## config.mk

```make
export PLATFORM = sky130hd
export DESIGN_NAME = tcif_top
export DESIGN_NICKNAME = d
export VERILOG_FILES = /design/src/core/tcif_pkg.sv /design/src/core/tcif_match.sv /design/src/core/tcif_flag.sv /design/src/core/tcif_top.sv
export SDC_FILE = /design/constraint.sdc
export NUM_CORES = 1
export LEC_CHECK = 0
export ABC_CLOCK_PERIOD_IN_PS = 1100
export BUFFER_PORTS_ARGS = -buffer_cell sky130_fd_sc_hd__buf_2
export CAP_MARGIN = 20
export CORE_UTILIZATION = 40
export DETAILED_ROUTE_END_ITERATION = 10
export GPL_ROUTABILITY_DRIVEN = 0
export HOLD_SLACK_MARGIN = 0.02
export PLACE_DENSITY = 0.76
export SYNTH_ARGS = -nofsm -noshare
export SYNTH_HDL_FRONTEND = slang
export SYNTH_HIERARCHICAL = 1
export SYNTH_SLANG_ARGS = --single-unit
```

## constraint.sdc

```tcl
create_clock -name clk -period 1.1 [get_ports clk]
set_input_delay 0 -clock clk [delete_from_list [all_inputs] [get_ports clk]]
set_output_delay 0 -clock clk [all_outputs]
set_load 0.1 [all_outputs]
```

## src/core/tcif_pkg.sv

```systemverilog
/*
 * Shared constants of the timer compare and interrupt flag block:
 * register offsets, flag bit positions, reset values, counter limits
 * and waveform mode encodings.
 * Assumes an APB slave with byte addresses and 32-bit data.
 */
package tcif_pkg;

    // ------------------------------------------------------------
    // Widths
    // ------------------------------------------------------------
    localparam int unsigned DATA_W = 8;
    localparam int unsigned FLAG_W = 3;
    localparam int unsigned ADDR_W = 8;
    localparam int unsigned BUS_W  = 32;

    // ------------------------------------------------------------
    // Register offsets (byte addresses)
    // ------------------------------------------------------------
    localparam logic [ADDR_W-1:0] OFS_CMP_A = 8'h00;
    localparam logic [ADDR_W-1:0] OFS_CMP_B = 8'h04;
    localparam logic [ADDR_W-1:0] OFS_MASK  = 8'h08;
    localparam logic [ADDR_W-1:0] OFS_FLAGS = 8'h0C;

    // ------------------------------------------------------------
    // Flag and mask bit positions
    // ------------------------------------------------------------
    localparam int unsigned BIT_WRAP    = 0;
    localparam int unsigned BIT_MATCH_A = 1;
    localparam int unsigned BIT_MATCH_B = 2;

    // ------------------------------------------------------------
    // Reset values
    // ------------------------------------------------------------
    localparam logic [DATA_W-1:0] CMP_RST   = 8'h00;
    localparam logic [FLAG_W-1:0] MASK_RST  = 3'h0;
    localparam logic              FLAG_RST  = 1'b0;
    localparam logic [BUS_W-1:0]  RD_ZERO   = 32'h0000_0000;

    // ------------------------------------------------------------
    // Counter limits
    // ------------------------------------------------------------
    localparam logic [DATA_W-1:0] CNT_MAX    = 8'hFF;
    localparam logic [DATA_W-1:0] CNT_BOTTOM = 8'h00;

    // ------------------------------------------------------------
    // Waveform mode encodings
    // ------------------------------------------------------------
    localparam logic [2:0] MODE_NORMAL    = 3'h0;
    localparam logic [2:0] MODE_PC_FIXED  = 3'h1;
    localparam logic [2:0] MODE_CTC       = 3'h2;
    localparam logic [2:0] MODE_FAST_FIX  = 3'h3;
    localparam logic [2:0] MODE_PC_CMPA   = 3'h5;
    localparam logic [2:0] MODE_FAST_CMPA = 3'h7;

endpackage : tcif_pkg

```

## src/core/tcif_match.sv

```systemverilog
/*
 * One compare channel: flags a match of the counter against a
 * compare value on a timer clock enable, unless blocked.
 * Assumes counter and enable come from logic on the same clock.
 */
`timescale 1ns/10ps
module tcif_match
    import tcif_pkg::*;
(
    // Timer side
    input  wire logic              timer_tick,
    input  wire logic              blocked,
    input  wire logic [DATA_W-1:0] counter_value,
    // Compare value
    input  wire logic [DATA_W-1:0] compare_value,
    // Result
    output logic                   hit
);

    // ------------------------------------------------------------
    // Equality compare, held off while blocked
    // ------------------------------------------------------------
    wire logic equal;

    assign equal = (counter_value == compare_value);
    assign hit   = timer_tick & ~blocked & equal;

endmodule : tcif_match

```

## src/core/tcif_flag.sv

```systemverilog
/*
 * One sticky interrupt flag: set by a hardware event, cleared by a
 * software write of one or by the interrupt vector being taken.
 * Assumes all inputs are one-cycle pulses on clk.
 */
`timescale 1ns/10ps
module tcif_flag
    import tcif_pkg::*;
(
    // Clock and reset
    input  wire logic clk,
    input  wire logic rst_n,
    // Events
    input  wire logic set_evt,
    input  wire logic clr_sw,
    input  wire logic clr_vec,
    // State
    output logic      flag_q
);

    // ------------------------------------------------------------
    // Set wins over either clear
    // ------------------------------------------------------------
    wire logic flag_d;

    assign flag_d = set_evt | (flag_q & ~clr_sw & ~clr_vec);

    always_ff @(posedge clk) begin
        if (!rst_n) begin
            flag_q <= FLAG_RST;
        end else begin
            flag_q <= flag_d;
        end
    end

endmodule : tcif_flag

```

## src/core/tcif_top.sv

```systemverilog
/*
 * Compare and interrupt logic of an 8-bit timer: two compare
 * registers, interrupt mask, interrupt flags, APB register access.
 * Assumes the counter, its enable pulse, the mode select and the
 * vector acknowledges come from logic on clk; no synchronisers.
 */
`timescale 1ns/10ps
module tcif_top
    import tcif_pkg::*;
(
    // Clock and reset
    input  wire logic              clk,
    input  wire logic              rst_n,
    // APB slave
    input  wire logic              psel,
    input  wire logic              penable,
    input  wire logic              pwrite,
    input  wire logic [ADDR_W-1:0] paddr,
    input  wire logic [BUS_W-1:0]  pwdata,
    input  wire logic [3:0]        pstrb,
    output logic      [BUS_W-1:0]  prdata,
    output logic                   pready,
    output logic                   pslverr,
    // Counter unit
    input  wire logic [DATA_W-1:0] counter_value,
    input  wire logic              timer_tick,
    input  wire logic              counter_write,
    input  wire logic [2:0]        waveform_mode_sel,
    input  wire logic              force_match_a_strobe,
    input  wire logic              force_match_b_strobe,
    // CPU core
    input  wire logic              global_irq_en,
    input  wire logic              vector_taken_a,
    input  wire logic              vector_taken_b,
    input  wire logic              vector_taken_wrap,
    // Waveform generator
    output logic      [DATA_W-1:0] compare_a_value,
    output logic                   match_a_event,
    output logic                   match_b_event,
    // Interrupt requests
    output logic                   irq_req_a,
    output logic                   irq_req_b,
    output logic                   irq_req_wrap,
    output logic                   irq
);

    // ------------------------------------------------------------
    // Register state
    // ------------------------------------------------------------
    logic [DATA_W-1:0] cmp_a_q;
    logic [DATA_W-1:0] cmp_b_q;
    logic [FLAG_W-1:0] mask_q;
    logic [FLAG_W-1:0] flags_q;
    logic              blk_q;
    logic [BUS_W-1:0]  prdata_q;
    logic              pready_q;
    logic              pslverr_q;
    logic              match_a_q;
    logic              match_b_q;
    logic [FLAG_W-1:0] irq_req_q;
    logic              irq_q;

    // ------------------------------------------------------------
    // APB decode
    // ------------------------------------------------------------
    wire logic              acc_phase;
    wire logic              acc_done;
    wire logic              wr_done;
    wire logic              lane0;
    wire logic              sel_cmp_a;
    wire logic              sel_cmp_b;
    wire logic              sel_mask;
    wire logic              sel_flags;
    wire logic              mapped;
    wire logic              wr_cmp_a;
    wire logic              wr_cmp_b;
    wire logic              wr_mask;
    wire logic              wr_flags;
    wire logic [BUS_W-1:0]  rd_data;

    // Answer one cycle into the access phase
    assign acc_phase = psel & penable;
    assign acc_done  = acc_phase & pready_q;
    assign wr_done   = acc_done & pwrite;
    assign lane0     = pstrb[0];

    assign sel_cmp_a = (paddr == OFS_CMP_A);
    assign sel_cmp_b = (paddr == OFS_CMP_B);
    assign sel_mask  = (paddr == OFS_MASK);
    assign sel_flags = (paddr == OFS_FLAGS);
    assign mapped    = sel_cmp_a | sel_cmp_b | sel_mask | sel_flags;

    assign wr_cmp_a  = wr_done & sel_cmp_a & lane0;
    assign wr_cmp_b  = wr_done & sel_cmp_b & lane0;
    assign wr_mask   = wr_done & sel_mask  & lane0;
    assign wr_flags  = wr_done & sel_flags & lane0;

    // Reserved mask and flag bits read as zero
    assign rd_data =
        sel_cmp_a ? {24'h00_0000, cmp_a_q} :
        sel_cmp_b ? {24'h00_0000, cmp_b_q} :
        sel_mask  ? {29'h0000_0000, mask_q} :
        sel_flags ? {29'h0000_0000, flags_q} :
                    RD_ZERO;

    // ------------------------------------------------------------
    // Bus answer
    // ------------------------------------------------------------
    wire logic pready_d;

    assign pready_d = acc_phase & ~pready_q;

    always_ff @(posedge clk) begin
        if (!rst_n) begin
            pready_q  <= 1'b0;
            pslverr_q <= 1'b0;
            prdata_q  <= RD_ZERO;
        end else begin
            pready_q  <= pready_d;
            pslverr_q <= pready_d & ~mapped;
            prdata_q  <= (pready_d & ~pwrite) ? rd_data : RD_ZERO;
        end
    end

    // ------------------------------------------------------------
    // Software registers
    // ------------------------------------------------------------
    always_ff @(posedge clk) begin
        if (!rst_n) begin
            cmp_a_q <= CMP_RST;
            cmp_b_q <= CMP_RST;
            mask_q  <= MASK_RST;
        end else begin
            if (wr_cmp_a) begin
                cmp_a_q <= pwdata[DATA_W-1:0];
            end
            if (wr_cmp_b) begin
                cmp_b_q <= pwdata[DATA_W-1:0];
            end
            if (wr_mask) begin
                mask_q <= pwdata[FLAG_W-1:0];
            end
        end
    end

    // ------------------------------------------------------------
    // Match block after a counter write
    // ------------------------------------------------------------
    wire logic blk_d;

    // Held until the tick after the write has passed
    assign blk_d = counter_write | (blk_q & ~timer_tick);

    always_ff @(posedge clk) begin
        if (!rst_n) begin
            blk_q <= 1'b0;
        end else begin
            blk_q <= blk_d;
        end
    end

    // ------------------------------------------------------------
    // Compare channels
    // ------------------------------------------------------------
    wire logic hit_a;
    wire logic hit_b;

    tcif_match u_match_a (
        .timer_tick    (timer_tick),
        .blocked       (blk_q),
        .counter_value (counter_value),
        .compare_value (cmp_a_q),
        .hit           (hit_a)
    );

    tcif_match u_match_b (
        .timer_tick    (timer_tick),
        .blocked       (blk_q),
        .counter_value (counter_value),
        .compare_value (cmp_b_q),
        .hit           (hit_b)
    );

    // ------------------------------------------------------------
    // Wrap detection by mode
    // ------------------------------------------------------------
    wire logic at_max;
    wire logic at_bottom;
    wire logic at_top_a;
    wire logic mode_max;
    wire logic mode_bot;
    wire logic mode_top;
    wire logic hit_wrap;
    wire logic non_pwm;

    assign at_max    = (counter_value == CNT_MAX);
    assign at_bottom = (counter_value == CNT_BOTTOM);
    assign at_top_a  = (counter_value == cmp_a_q);

    assign mode_max = (waveform_mode_sel == MODE_NORMAL)
                    | (waveform_mode_sel == MODE_CTC)
                    | (waveform_mode_sel == MODE_FAST_FIX);
    assign mode_bot = (waveform_mode_sel == MODE_PC_FIXED)
                    | (waveform_mode_sel == MODE_PC_CMPA);
    assign mode_top = (waveform_mode_sel == MODE_FAST_CMPA);

    // Reserved modes never raise a wrap
    assign hit_wrap = timer_tick & ((mode_max & at_max)
                                  | (mode_bot & at_bottom)
                                  | (mode_top & at_top_a));

    assign non_pwm = (waveform_mode_sel == MODE_NORMAL)
                   | (waveform_mode_sel == MODE_CTC);

    // ------------------------------------------------------------
    // Waveform events
    // ------------------------------------------------------------
    wire logic match_a_d;
    wire logic match_b_d;

    // Force reaches the waveform only, in non-PWM modes
    assign match_a_d = hit_a | (force_match_a_strobe & non_pwm);
    assign match_b_d = hit_b | (force_match_b_strobe & non_pwm);

    always_ff @(posedge clk) begin
        if (!rst_n) begin
            match_a_q <= 1'b0;
            match_b_q <= 1'b0;
        end else begin
            match_a_q <= match_a_d;
            match_b_q <= match_b_d;
        end
    end

    // ------------------------------------------------------------
    // Interrupt flags
    // ------------------------------------------------------------
    wire logic [FLAG_W-1:0] flag_set;
    wire logic [FLAG_W-1:0] flag_clr_sw;
    wire logic [FLAG_W-1:0] flag_clr_vec;

    assign flag_set[BIT_MATCH_B] = hit_b;
    assign flag_set[BIT_MATCH_A] = hit_a;
    assign flag_set[BIT_WRAP]    = hit_wrap;

    // Ones clear, zeros leave the flag alone
    assign flag_clr_sw = {FLAG_W{wr_flags}}
                       & pwdata[FLAG_W-1:0];

    assign flag_clr_vec[BIT_MATCH_B] = vector_taken_b;
    assign flag_clr_vec[BIT_MATCH_A] = vector_taken_a;
    assign flag_clr_vec[BIT_WRAP]    = vector_taken_wrap;

    genvar gi;
    generate
        for (gi = 0; gi < FLAG_W; gi++) begin : g_flag
            tcif_flag u_flag (
                .clk     (clk),
                .rst_n   (rst_n),
                .set_evt (flag_set[gi]),
                .clr_sw  (flag_clr_sw[gi]),
                .clr_vec (flag_clr_vec[gi]),
                .flag_q  (flags_q[gi])
            );
        end
    endgenerate

    // ------------------------------------------------------------
    // Interrupt requests
    // ------------------------------------------------------------
    wire logic [FLAG_W-1:0] pending;
    wire logic [FLAG_W-1:0] irq_req_d;

    assign pending   = flags_q & mask_q;
    assign irq_req_d = pending & {FLAG_W{global_irq_en}};

    always_ff @(posedge clk) begin
        if (!rst_n) begin
            irq_req_q <= MASK_RST;
            irq_q     <= 1'b0;
        end else begin
            irq_req_q <= irq_req_d;
            irq_q     <= |pending;
        end
    end

    // ------------------------------------------------------------
    // Outputs
    // ------------------------------------------------------------
    assign prdata          = prdata_q;
    assign pready          = pready_q;
    assign pslverr         = pslverr_q;
    assign compare_a_value = cmp_a_q;
    assign match_a_event   = match_a_q;
    assign match_b_event   = match_b_q;
    assign irq_req_b       = irq_req_q[BIT_MATCH_B];
    assign irq_req_a       = irq_req_q[BIT_MATCH_A];
    assign irq_req_wrap    = irq_req_q[BIT_WRAP];
    assign irq             = irq_q;

endmodule : tcif_top

```

==> results_tabular.tex, run 1 <==
\begin{tabular}{lr}
\hline
Metric & Value \\
\hline
\multicolumn{2}{l}{\textbf{Setup path}} \\
\quad Critical path launch point type & flip-flop \\
\quad Slowest stage delay, CP & 0.35 ns \\
\quad Sort of element at the end of the critical path & flip-flop \\
\quad Worst path top cell family by delay & simple AND/OR/NAND/NOR gates \\
\quad Sequence of cells on the critical path & buf\_6 > xnor2\_2 > nand4\_1 > nor3\_2 > buf\_4 > o21a\_1 \\
\quad Type of the worst setup path & flip-flop to flip-flop \\
\quad Data arrival time at the worst-slack endpoint & 1.49 ns \\
\quad Crit path max-delay cell type & sky130\_fd\_sc\_hd\_\_dfxtp\_4 \\
\quad Required time of the worst setup path & 1.34 ns \\
\quad Total buffers and inverters traversed by the critical path & 2 \\
\quad Crit-path max FO & 2 \\
\multicolumn{2}{l}{\textbf{Yosys}} \\
\quad Leading area contributor after synthesis & sky130\_fd\_sc\_hd\_\_dfxtp\_1 \\
\quad Sequential share of the synthesized area & 37.8\% \\
\quad Register bit count reported by yosys & 39 \\
\quad Syn\_area\_per\_cell & 8.76 µm² \\
\quad Async SR Flop Fraction & 0\% \\
\quad EDFF count, synth & 0 \\
\quad Yosys top cell area share & 37.8\% \\
\quad Commonest cells post-synth & sky130\_fd\_sc\_hd\_\_dfxtp\_1, sky130\_fd\_sc\_hd\_\_buf\_4, sky130\_fd\_sc\_hd\_\_nand2\_1, sky130\_fd\_sc\_hd\_\_xnor2\_1, sky130\_fd\_sc\_hd\_\_nand3\_1 \\
\quad Cell types with the largest area share after synthesis & sky130\_fd\_sc\_hd\_\_dfxtp\_1, sky130\_fd\_sc\_hd\_\_xnor2\_1, sky130\_fd\_sc\_hd\_\_buf\_4 \\
\quad Number of cells produced by synthesis & 236 \\
\quad Most frequently used flop master after synthesis & sky130\_fd\_sc\_hd\_\_dfxtp\_1 \\
\quad Netlist area before placement & 2070 µm² \\
\quad Cell with the most instances after synthesis & sky130\_fd\_sc\_hd\_\_dfxtp\_1 \\
\quad Count of warnings emitted by yosys & 6 \\
\quad Number of distinct library cells after synthesis & 39 \\
\multicolumn{2}{l}{\textbf{Global route}} \\
\quad Largest net degree at the start of global routing & 41 \\
\quad Global-route usage over all layers & 21.8\% \\
\quad Number of antenna violations at the first check in global routing & 0 \\
\quad First-pass GRT wire length & 8.77 mm \\
\quad Via count of the first global-routing pass & 1,831 \\
\quad Total congestion overflow after global routing & 0 \\
\multicolumn{2}{l}{\textbf{Final layout}} \\
\quad Fraction of layout instances using a drive strength above 1 & 44.9\% \\
\quad Area of the multi-input gates & 1290 µm² \\
\quad Register area & 827 µm² \\
\quad Final net count & 412 \\
\quad Filler Cell Count & 375 \\
\quad Number of cells in the finished layout apart from fillers & 412 \\
\quad Layout Area Growth over Synthesis & 54.8\% \\
\quad Count of inserted antenna diode cells & 0 \\
\multicolumn{2}{l}{\textbf{Die}} \\
\quad Die outline area & 5460 µm² \\
\quad Die W & 73.9 µm \\
\quad Placeable core region & 4850 µm² \\
\quad Number of rows in the core area & 25 \\
\quad Die Span Y & 73.9 µm \\
\quad Initial standard-cell utilization of the core & 42.6\% \\
\quad I/O pin count & 116 \\
\multicolumn{2}{l}{\textbf{Route}} \\
\quad Mean number of vias per cell & 5.03 \\
\quad Number of vias after detailed routing & 2,074 \\
\quad Avg WL per Cell & 14.4 µm \\
\quad TritonRoute pass-1 iters & 4 \\
\quad Remaining routing DRC violations & 0 \\
\quad Count of antenna-violating nets left after detailed routing & 0 \\
\quad Routed wire length & 5.94 mm \\
\quad Detailed Route Iter0 Violations & 107 \\
\multicolumn{2}{l}{\textbf{Timing}} \\
\quad Clk\_skew & 0.00384 ns \\
\quad Max Slew Vio Count & 0 \\
\quad Max Fclk & 794 MHz \\
\quad \# setup viols final & 27 \\
\quad Post-layout min period & 1.26 ns \\
\quad Ratio of final minimum period to clock period & 114\% \\
\quad Number of hold violations in the final report & 0 \\
\quad Final worst-path setup slack & -0.159 ns \\
\quad RSZ-0062 raised after global routing & yes \\
\multicolumn{2}{l}{\textbf{Placed design}} \\
\quad Placed wire-length estimate & 4.18 mm \\
\quad Cell total after placement & 385 \\
\quad Port bufs & 64 \\
\quad Worst setup timing slack at the placement stage & -0.321 ns \\
\multicolumn{2}{l}{\textbf{Run status}} \\
\quad Status & complete, but fails checks \\
\quad Violated checks & negative setup slack \\
\multicolumn{2}{l}{\textbf{CTS}} \\
\quad Clock tree from TritonCTS & yes \\
\quad Number of sinks on the clock net & 39 \\
\quad Clock root buffer & sky130\_fd\_sc\_hd\_\_clkbuf\_8 \\
\quad Clock Pin Slew Worst Setup and Hold Paths & 0.07 ns \\
\quad Worst skew pair latency & 0.29 ns \\
\quad \# H-tree levels & 2 \\
\quad Total clock buffers created by CTS & 5 \\
\quad CTS max path bufs & 2 \\
\multicolumn{2}{l}{\textbf{Power}} \\
\quad IR Drop Worst-Case VDD & 0.685 mV \\
\quad Pwr/cell area & 979 nW/µm² \\
\quad Total leakage power & 0.00138 µW \\
\multicolumn{2}{l}{\textbf{Flow run}} \\
\quad Max capacitance violation total & 0 \\
\multicolumn{2}{l}{\textbf{Worst hold path}} \\
\quad Hold WC Path Type & input pin to flip-flop \\
\hline
\end{tabular}
layer usage:
metal	vias up	wire, µm	GRT usage, %
li1	991	-	-
met1	974	2590	28.9
met2	99	2880	36.2
met3	10	367	3.70
met4	0	95	6.62
met5	-	0	0
power by group:
part	switching (µW)	internal, µW	total [µW]
sequential	4.63	1390	1400
combinational	576	199	775
clock	460	502	962
total	1040	2090	3130
state kept, by name (all words and copies together) (netlist names):
signal,flops
cmp_b_q,8
compare_a_value,8
prdata,8
g_flag.u_flag/flag_q,3
irq_req_q,3
mask_q,3
blk_q,1
irq,1
match_a_event,1
match_b_event,1
pready,1
pslverr,1
worst min-delay path: stages:
cell and delay [ns]:
sky130_fd_sc_hd__buf_2 0.09, sky130_fd_sc_hd__buf_4 0.14, sky130_fd_sc_hd__a221oi_2 0.06
logic make-up after synthesis:
family | share of synthesized area [%]
buffers and inverters | 11.6
AOI/OAI and AO/OA | 7.99
xor gates and xnor gates | 10.2
other | 0.181
muxes | 6.78
DFF | 37.8
and+or+nand+nor | 25.5
area by class of cell:
cell class | count | area share [%]
multi-input combinational | 183 | 40.3
timing repair buffer | 112 | 28.1
sequential | 39 | 25.8
clock buffer | 7 | 2.70
tap | 67 | 2.62
inverter | 3 | 0.352
clock inverter | 1 | 0.117
repair_timing:
| item | CTS | global route |
|---|---|---|
| hold buffers | 12 | 0 |
| endpoints found under the hold margin | 22 | 0 |
| gates cloned | 0 | 1 |
| gates resized for setup | 28 | 21 |
| setup endpoints to repair | 27 | 32 |
| pin swaps | 11 | 23 |
| buffers inserted | 3 | 3 |
layout by cell type, fill, tap and decap left out, types with 3 or more instances in the layout:
cell type	Yosys	final
sky130_fd_sc_hd__a21oi_1	3	3
sky130_fd_sc_hd__a221oi_2	0	3
sky130_fd_sc_hd__and3_1	5	4
sky130_fd_sc_hd__buf_12	0	11
sky130_fd_sc_hd__buf_2	3	55
sky130_fd_sc_hd__buf_4	26	30
sky130_fd_sc_hd__buf_6	0	3
sky130_fd_sc_hd__clkbuf_8	0	6
sky130_fd_sc_hd__conb_1	1	24
sky130_fd_sc_hd__dfxtp_1	39	24
sky130_fd_sc_hd__dfxtp_2	0	4
sky130_fd_sc_hd__dfxtp_4	0	11
sky130_fd_sc_hd__dlygate4sd3_1	0	12
sky130_fd_sc_hd__inv_1	3	3
sky130_fd_sc_hd__mux2i_1	14	14
sky130_fd_sc_hd__nand2_1	25	23
sky130_fd_sc_hd__nand3_1	20	17
sky130_fd_sc_hd__nand4_1	7	7
sky130_fd_sc_hd__nor2_1	15	11
sky130_fd_sc_hd__nor2_2	0	3
sky130_fd_sc_hd__nor3b_2	3	3
sky130_fd_sc_hd__o21a_1	3	3
sky130_fd_sc_hd__o21ai_1	2	15
sky130_fd_sc_hd__xnor2_1	23	12
sky130_fd_sc_hd__xnor2_2	0	11
final timing paths:
kind                           start                      end  slack, ns  cells past startpoint
setup / recovery  compare_a_value[7]  g_flag[1].u_flag/flag_q      -0.16                      6
hold / removal              paddr[3]                prdata[1]       0.06                      3
setup reg to reg  compare_a_value[7]  g_flag[1].u_flag/flag_q      -0.16                      6
hold reg to reg            mask_q[0]                mask_q[0]       0.50                      2
stage by stage:
step                total power [µW]  util, %  setup TNS (ns)  hold WS, ns  instance area, µm²
floorplan                       2010        -           -6.10        0.107                2230
global placement                2130     56.8           -1.33        0.223                2760
detailed placement              2130     56.8           -2.46        0.228                2760
CTS                             3120     63.3          -0.648       0.0417                3070
global route                    3240     66.0           -3.22       0.0693                3200
finish                          3130     66.0           -1.62       0.0585                3200
No activity file was read; power rests on OpenSTA's default activity.
==> run 2, diff against run 1 <==
Settings changed: CTS_CLUSTER_DIAMETER from default to 50, SKIP_LAST_GASP from default to 1.
==> results_tabular.tex, run 2 (synthesis results as in run 1) <==
\begin{tabular}{lr}
\hline
Metric & Value \\
\hline
\multicolumn{2}{l}{\textbf{Power}} \\
\quad Pwr/cell area & 980 nW/µm² \\
\quad Total leakage power & 0.00138 µW \\
\quad IR Drop Worst-Case VDD & 0.685 mV \\
\multicolumn{2}{l}{\textbf{CTS}} \\
\quad Total clock buffers created by CTS & 5 \\
\quad Number of sinks on the clock net & 39 \\
\quad CTS max path bufs & 2 \\
\quad Clock root buffer & sky130\_fd\_sc\_hd\_\_clkbuf\_8 \\
\quad Clock tree from TritonCTS & yes \\
\quad Clock Pin Slew Worst Setup and Hold Paths & 0.07 ns \\
\quad \# H-tree levels & 2 \\
\quad Worst skew pair latency & 0.29 ns \\
\multicolumn{2}{l}{\textbf{Setup path}} \\
\quad Reg-to-reg slack, setup & -0.16 ns \\
\quad Sequence of cells on the critical path & buf\_6 > xnor2\_2 > nand4\_1 > nor3\_2 > buf\_4 > o21a\_1 \\
\quad Startpoint of the most critical register-to-register path & compare\_a\_value[7] \\
\quad Endpoint of the worst register-to-register path & g\_flag[1].u\_flag/flag\_q \\
\quad Required time of the worst setup path & 1.34 ns \\
\quad Slowest stage delay, CP & 0.35 ns \\
\quad Sort of element at the end of the critical path & flip-flop \\
\quad Crit-path max FO & 2 \\
\quad Crit path max-delay cell type & sky130\_fd\_sc\_hd\_\_dfxtp\_4 \\
\quad Critical path launch point type & flip-flop \\
\quad Worst r2r path cells & 6 \\
\quad Data arrival time at the worst-slack endpoint & 1.50 ns \\
\quad Type of the worst setup path & flip-flop to flip-flop \\
\multicolumn{2}{l}{\textbf{Global route}} \\
\quad Fraction of met2 tracks used by global routing & 36.2\% \\
\quad Global-route usage over all layers & 21.8\% \\
\quad Number of antenna violations at the first check in global routing & 0 \\
\quad Via count of the first global-routing pass & 1,835 \\
\quad First-pass GRT wire length & 8.78 mm \\
\quad Most congested layer reported by global routing & met2 \\
\quad Met1 Usage GRT & 29.0\% \\
\quad Largest net degree at the start of global routing & 41 \\
\quad Total congestion overflow after global routing & 0 \\
\quad Met3 GRT Util & 3.70\% \\
\multicolumn{2}{l}{\textbf{Final layout}} \\
\quad Filler Cell Count & 375 \\
\quad Layout Area Growth over Synthesis & 54.8\% \\
\quad Count of inserted antenna diode cells & 0 \\
\quad Final net count & 412 \\
\quad Top library cells by usage in the layout, fill and taps aside & sky130\_fd\_sc\_hd\_\_buf\_2, sky130\_fd\_sc\_hd\_\_buf\_4, sky130\_fd\_sc\_hd\_\_conb\_1, sky130\_fd\_sc\_hd\_\_dfxtp\_1, sky130\_fd\_sc\_hd\_\_nand2\_1 \\
\quad Fraction of layout instances using a drive strength above 1 & 44.9\% \\
\quad Most common cell after layout, fill and taps aside & sky130\_fd\_sc\_hd\_\_buf\_2 \\
\quad Number of cells in the finished layout apart from fillers & 412 \\
\multicolumn{2}{l}{\textbf{Route}} \\
\quad Count of antenna-violating nets left after detailed routing & 0 \\
\quad Mean number of vias per cell & 5.06 \\
\quad Remaining routing DRC violations & 0 \\
\quad Avg WL per Cell & 14.4 µm \\
\quad Number of vias after detailed routing & 2,084 \\
\quad Detailed Route Iter0 Violations & 128 \\
\quad Routed wire length & 5.92 mm \\
\quad TritonRoute pass-1 iters & 4 \\
\multicolumn{2}{l}{\textbf{Worst hold path}} \\
\quad Capture endpoint of the worst hold path & prdata[1] \\
\quad Min-Delay Startpoint & paddr[3] \\
\quad Hold WC Path Type & input pin to flip-flop \\
\quad Hold Path Depth & 3 \\
\multicolumn{2}{l}{\textbf{Die}} \\
\quad Placeable core region & 4850 µm² \\
\quad Initial standard-cell utilization of the core & 42.6\% \\
\quad Die Span Y & 73.9 µm \\
\quad Number of rows in the core area & 25 \\
\quad I/O pin count & 116 \\
\quad Die outline area & 5460 µm² \\
\quad Die W & 73.9 µm \\
\multicolumn{2}{l}{\textbf{Timing}} \\
\quad \# setup viols final & 27 \\
\quad Clk\_skew & 0.00387 ns \\
\quad Post-layout min period & 1.26 ns \\
\quad Hold slack & 0.0584 ns \\
\quad Final worst-path setup slack & -0.160 ns \\
\quad Max Slew Vio Count & 0 \\
\quad RSZ-0062 raised after global routing & yes \\
\quad Number of hold violations in the final report & 0 \\
\quad Ratio of final minimum period to clock period & 115\% \\
\quad Max Fclk & 794 MHz \\
\multicolumn{2}{l}{\textbf{Flow run}} \\
\quad Max capacitance violation total & 0 \\
\multicolumn{2}{l}{\textbf{Run status}} \\
\quad Violated checks & negative setup slack \\
\quad Status & complete, but fails checks \\
\multicolumn{2}{l}{\textbf{Placed design}} \\
\quad Port bufs & 64 \\
\quad Cell total after placement & 385 \\
\quad Placed wire-length estimate & 4.18 mm \\
\hline
\end{tabular}
run 2: cell counts in the layout (fill, tap and decap cells not counted):
No cell type changed its count.
run 2: where the power goes:
group | internal [µW] | total [µW] | switching (µW)
Sequential | 1390 | 1400 | 4.66
Combinational | 199 | 775 | 576
Clock | 502 | 964 | 462
run 2: stage by stage:
stage | TNS (ns) | setup WS [ns] | util [%] | power [µW] | cell area (µm²)
floorplan | -6.10 | -0.330 | - | 2010 | 2230
global placement | -1.33 | -0.171 | 56.8 | 2130 | 2760
detailed placement | -2.46 | -0.321 | 56.8 | 2130 | 2760
CTS | -0.719 | -0.128 | 63.3 | 3120 | 3070
global route | -3.29 | -0.205 | 66.0 | 3240 | 3200
finish | -1.69 | -0.160 | 66.0 | 3140 | 3200
run 2: layer usage:
metal | wire [µm] | vias to the layer above
li1 | - | 991
met1 | 2590 | 981
met2 | 2860 | 104
met3 | 389 | 8
met4 | 82 | 0
met5 | 0 | -
run 2: repair_timing:
| action | in CTS | in global routing |
|---|---|---|
| hold buffers | 12 | 0 |
| cloned | 0 | 1 |
| setup endpoints to repair | 27 | 32 |
| pin swaps | 10 | 22 |
| endpoints found under the hold margin | 22 | 0 |
| gates resized for setup | 22 | 23 |
| buffers inserted | 3 | 3 |
run 2: worst max-delay path by stage:
| stage | from | endpoint | slack [ns] | cells after the start |
|---|---|---|---|---|
| finish | compare_a_value[7] | g_flag[1].u_flag/flag_q | -0.16 | 6 |
| global route | compare_a_value[7] | g_flag[1].u_flag/flag_q | -0.20 | 6 |
| CTS | compare_a_value[7] | g_flag[0].u_flag/flag_q | -0.13 | 5 |
| detailed placement | paddr[5] | mask_q[2] | -0.32 | 5 |
| global placement | paddr[5] | mask_q[2] | -0.17 | 5 |
| floorplan | pready | compare_a_value[4] | -0.33 | 5 |
run 2: worst max-delay path: cells and delay by family, from the launching register on:
kind	cells	cell delay, ns
simple gates	2	0.39
flops	1	0.35
buf+inv	2	0.25
xor+xnor	1	0.12
compound gates	1	0.10
run 2: area by class of cell:
type | instances | area (µm²) | area share, %
clock inverters | 1 | 3.75 | 0.117
clock buffers | 7 | 86.3 | 2.70
multi-input cells | 183 | 1290 | 40.3
repair buffers | 112 | 900 | 28.1
inverters | 3 | 11.3 | 0.352
flip-flops and latches | 39 | 827 | 25.8
well taps | 67 | 83.8 | 2.62
==> run 3, diff against run 2 <==
Settings changed: CORE_MARGIN from default to 5.
==> results_tabular.tex, run 3 (synthesis results as in run 1) <==
\begin{tabular}{lr}
\hline
Metric & Value \\
\hline
\multicolumn{2}{l}{\textbf{Run status}} \\
\quad Status & complete, but fails checks \\
\quad Violated checks & negative setup slack \\
\multicolumn{2}{l}{\textbf{Global route}} \\
\quad Number of antenna violations at the first check in global routing & 0 \\
\quad Largest net degree at the start of global routing & 41 \\
\quad Global-route usage over all layers & 18.0\% \\
\quad First-pass GRT wire length & 9.20 mm \\
\quad Total congestion overflow after global routing & 0 \\
\quad Via count of the first global-routing pass & 1,921 \\
\multicolumn{2}{l}{\textbf{Route}} \\
\quad Avg WL per Cell & 14.6 µm \\
\quad Detailed Route Iter0 Violations & 114 \\
\quad Count of antenna-violating nets left after detailed routing & 0 \\
\quad Mean number of vias per cell & 4.93 \\
\quad Remaining routing DRC violations & 0 \\
\quad Number of vias after detailed routing & 2,033 \\
\quad Routed wire length & 6.01 mm \\
\quad TritonRoute pass-1 iters & 5 \\
\multicolumn{2}{l}{\textbf{Setup path}} \\
\quad Worst r2r path cells & 5 \\
\quad Crit path max-delay cell type & sky130\_fd\_sc\_hd\_\_dfxtp\_4 \\
\quad Type of the worst setup path & flip-flop to flip-flop \\
\quad Startpoint of the most critical register-to-register path & compare\_a\_value[3] \\
\quad Reg-to-reg slack, setup & -0.14 ns \\
\quad Slowest stage delay, CP & 0.36 ns \\
\quad Crit-path max FO & 2 \\
\quad Sort of element at the end of the critical path & flip-flop \\
\quad Endpoint of the worst register-to-register path & g\_flag[0].u\_flag/flag\_q \\
\quad Sequence of cells on the critical path & xnor2\_2 > nand4\_1 > or3\_1 > o22ai\_2 > o21a\_1 \\
\quad Required time of the worst setup path & 1.34 ns \\
\quad Data arrival time at the worst-slack endpoint & 1.48 ns \\
\quad Critical path launch point type & flip-flop \\
\multicolumn{2}{l}{\textbf{CTS}} \\
\quad \# H-tree levels & 2 \\
\quad Clock Pin Slew Worst Setup and Hold Paths & 0.07 ns \\
\quad CTS max path bufs & 2 \\
\quad Clock root buffer & sky130\_fd\_sc\_hd\_\_clkbuf\_8 \\
\quad Clock tree from TritonCTS & yes \\
\quad Number of sinks on the clock net & 39 \\
\quad Total clock buffers created by CTS & 5 \\
\quad Worst skew pair latency & 0.30 ns \\
\multicolumn{2}{l}{\textbf{Timing}} \\
\quad Final worst-path setup slack & -0.142 ns \\
\quad Max Slew Vio Count & 0 \\
\quad Post-layout min period & 1.24 ns \\
\quad Ratio of final minimum period to clock period & 113\% \\
\quad \# setup viols final & 23 \\
\quad RSZ-0062 raised after global routing & yes \\
\quad Hold slack & 0.0438 ns \\
\quad Max Fclk & 805 MHz \\
\quad Number of hold violations in the final report & 0 \\
\quad Clk\_skew & 0.0118 ns \\
\multicolumn{2}{l}{\textbf{Placed design}} \\
\quad Placed wire-length estimate & 4.37 mm \\
\quad Cell total after placement & 387 \\
\quad Placed Area & 2740 µm² \\
\quad Worst setup timing slack at the placement stage & -0.292 ns \\
\quad Port bufs & 64 \\
\multicolumn{2}{l}{\textbf{Final layout}} \\
\quad Final cell area excluding filler cells & 3150 µm² \\
\quad Top library cells by usage in the layout, fill and taps aside & sky130\_fd\_sc\_hd\_\_buf\_2, sky130\_fd\_sc\_hd\_\_buf\_4, sky130\_fd\_sc\_hd\_\_dfxtp\_1 \\
\quad Most common cell after layout, fill and taps aside & sky130\_fd\_sc\_hd\_\_buf\_2 \\
\quad Final net count & 409 \\
\quad Layout Area Growth over Synthesis & 52.6\% \\
\quad Share of the core filled with cells & 62.2\% \\
\quad Filler Cell Count & 414 \\
\quad Count of inserted antenna diode cells & 0 \\
\quad Number of cells in the finished layout apart from fillers & 412 \\
\quad Fraction of layout instances using a drive strength above 1 & 44.4\% \\
\multicolumn{2}{l}{\textbf{Die}} \\
\quad I/O pin count & 116 \\
\quad Die W & 81.9 µm \\
\quad Number of rows in the core area & 26 \\
\quad Die Span Y & 81.9 µm \\
\quad Die outline area & 6710 µm² \\
\quad Placeable core region & 5070 µm² \\
\quad Initial standard-cell utilization of the core & 40.7\% \\
\multicolumn{2}{l}{\textbf{Power}} \\
\quad IR Drop Worst-Case VDD & 0.704 mV \\
\quad Total leakage power & 0.00136 µW \\
\quad Pwr/cell area & 1000 nW/µm² \\
\multicolumn{2}{l}{\textbf{Worst hold path}} \\
\quad Capture endpoint of the worst hold path & g\_flag[1].u\_flag/flag\_q \\
\quad Hold WC Path Type & input pin to flip-flop \\
\quad Hold Path Depth & 3 \\
\quad Min-Delay Startpoint & vector\_taken\_a \\
\multicolumn{2}{l}{\textbf{Flow run}} \\
\quad Max capacitance violation total & 0 \\
\hline
\end{tabular}
run 3: cell types whose count changed in the layout (fill, tap and decap cells not counted), moves of 2 or more:
cell / before / now
sky130_fd_sc_hd__xnor2_2: 11 / 9
sky130_fd_sc_hd__o21ai_0: 5 / 2
sky130_fd_sc_hd__dfxtp_1: 24 / 26
sky130_fd_sc_hd__xnor2_1: 12 / 14
sky130_fd_sc_hd__o21ai_1: 11 / 14
sky130_fd_sc_hd__nor2_1: 11 / 9
run 3: how the worst max path moves through the flow:
stage	startpoint	end	slack, ns	depth (start not counted)
6_report	compare_a_value[3]	g_flag[0].u_flag/flag_q	-0.14	5
5_1_grt	compare_a_value[0]	g_flag[0].u_flag/flag_q	-0.21	5
4_1_cts	compare_a_value[3]	g_flag[0].u_flag/flag_q	-0.10	5
3_5_place_dp	paddr[5]	mask_q[2]	-0.29	5
3_3_place_gp	paddr[5]	mask_q[2]	-0.20	5
2_1_floorplan	pready	compare_a_value[4]	-0.33	5
run 3: final cells by class:
cell class	instances	area, µm²	share of cell area (%)
Multi-Input combinational cell	183	1290	41.1
Timing Repair Buffer	109	847	26.9
Inverter	3	11.3	0.357
Tap cell	70	87.6	2.78
Clock buffer	7	86.3	2.74
Sequential cell	39	822	26.1
Clock inverter	1	5.00	0.159
run 3: layer usage:
metal	up-vias	GRT usage, %	wire length (µm)
met1	955	22.9	2530
met3	12	4.39	427
met5	-	0	0
met4	0	7.81	123
li1	989	-	-
met2	77	29.0	2930
run 3: what timing repair did:
action                     4_1_cts  5_1_grt
gates cloned                     0        1
hold buffers                    12        0
hold endpoints to repair        25        0
setup endpoints to repair       27       32
pin swaps                       13       19
gates resized for setup         19       31
buffers inserted                 1        3
run 3: power by group:
group	total, µW	internal (µW)	switching (µW)
combinational	765	192	573
clock	991	505	485
sequential	1400	1390	5.08
total	3160	2090	1060
run 3: worst max-delay path, delay by kind of cell (launching register included):
family / cells / cell delay (ns)
AOI/OAI and AO/OA: 2 / 0.25
and+or+nand+nor: 2 / 0.46
xor gates and xnor gates: 1 / 0.13
DFF: 1 / 0.36
run 3: per-stage QoR:
step                      setup TNS [ns]  total power (µW)
after global placement             -1.49              2120
final                              -1.75              3160
after global routing               -2.98              3260
after floorplan                    -6.10              2010
after CTS                         -0.709              3150
after detailed placement           -2.15              2130
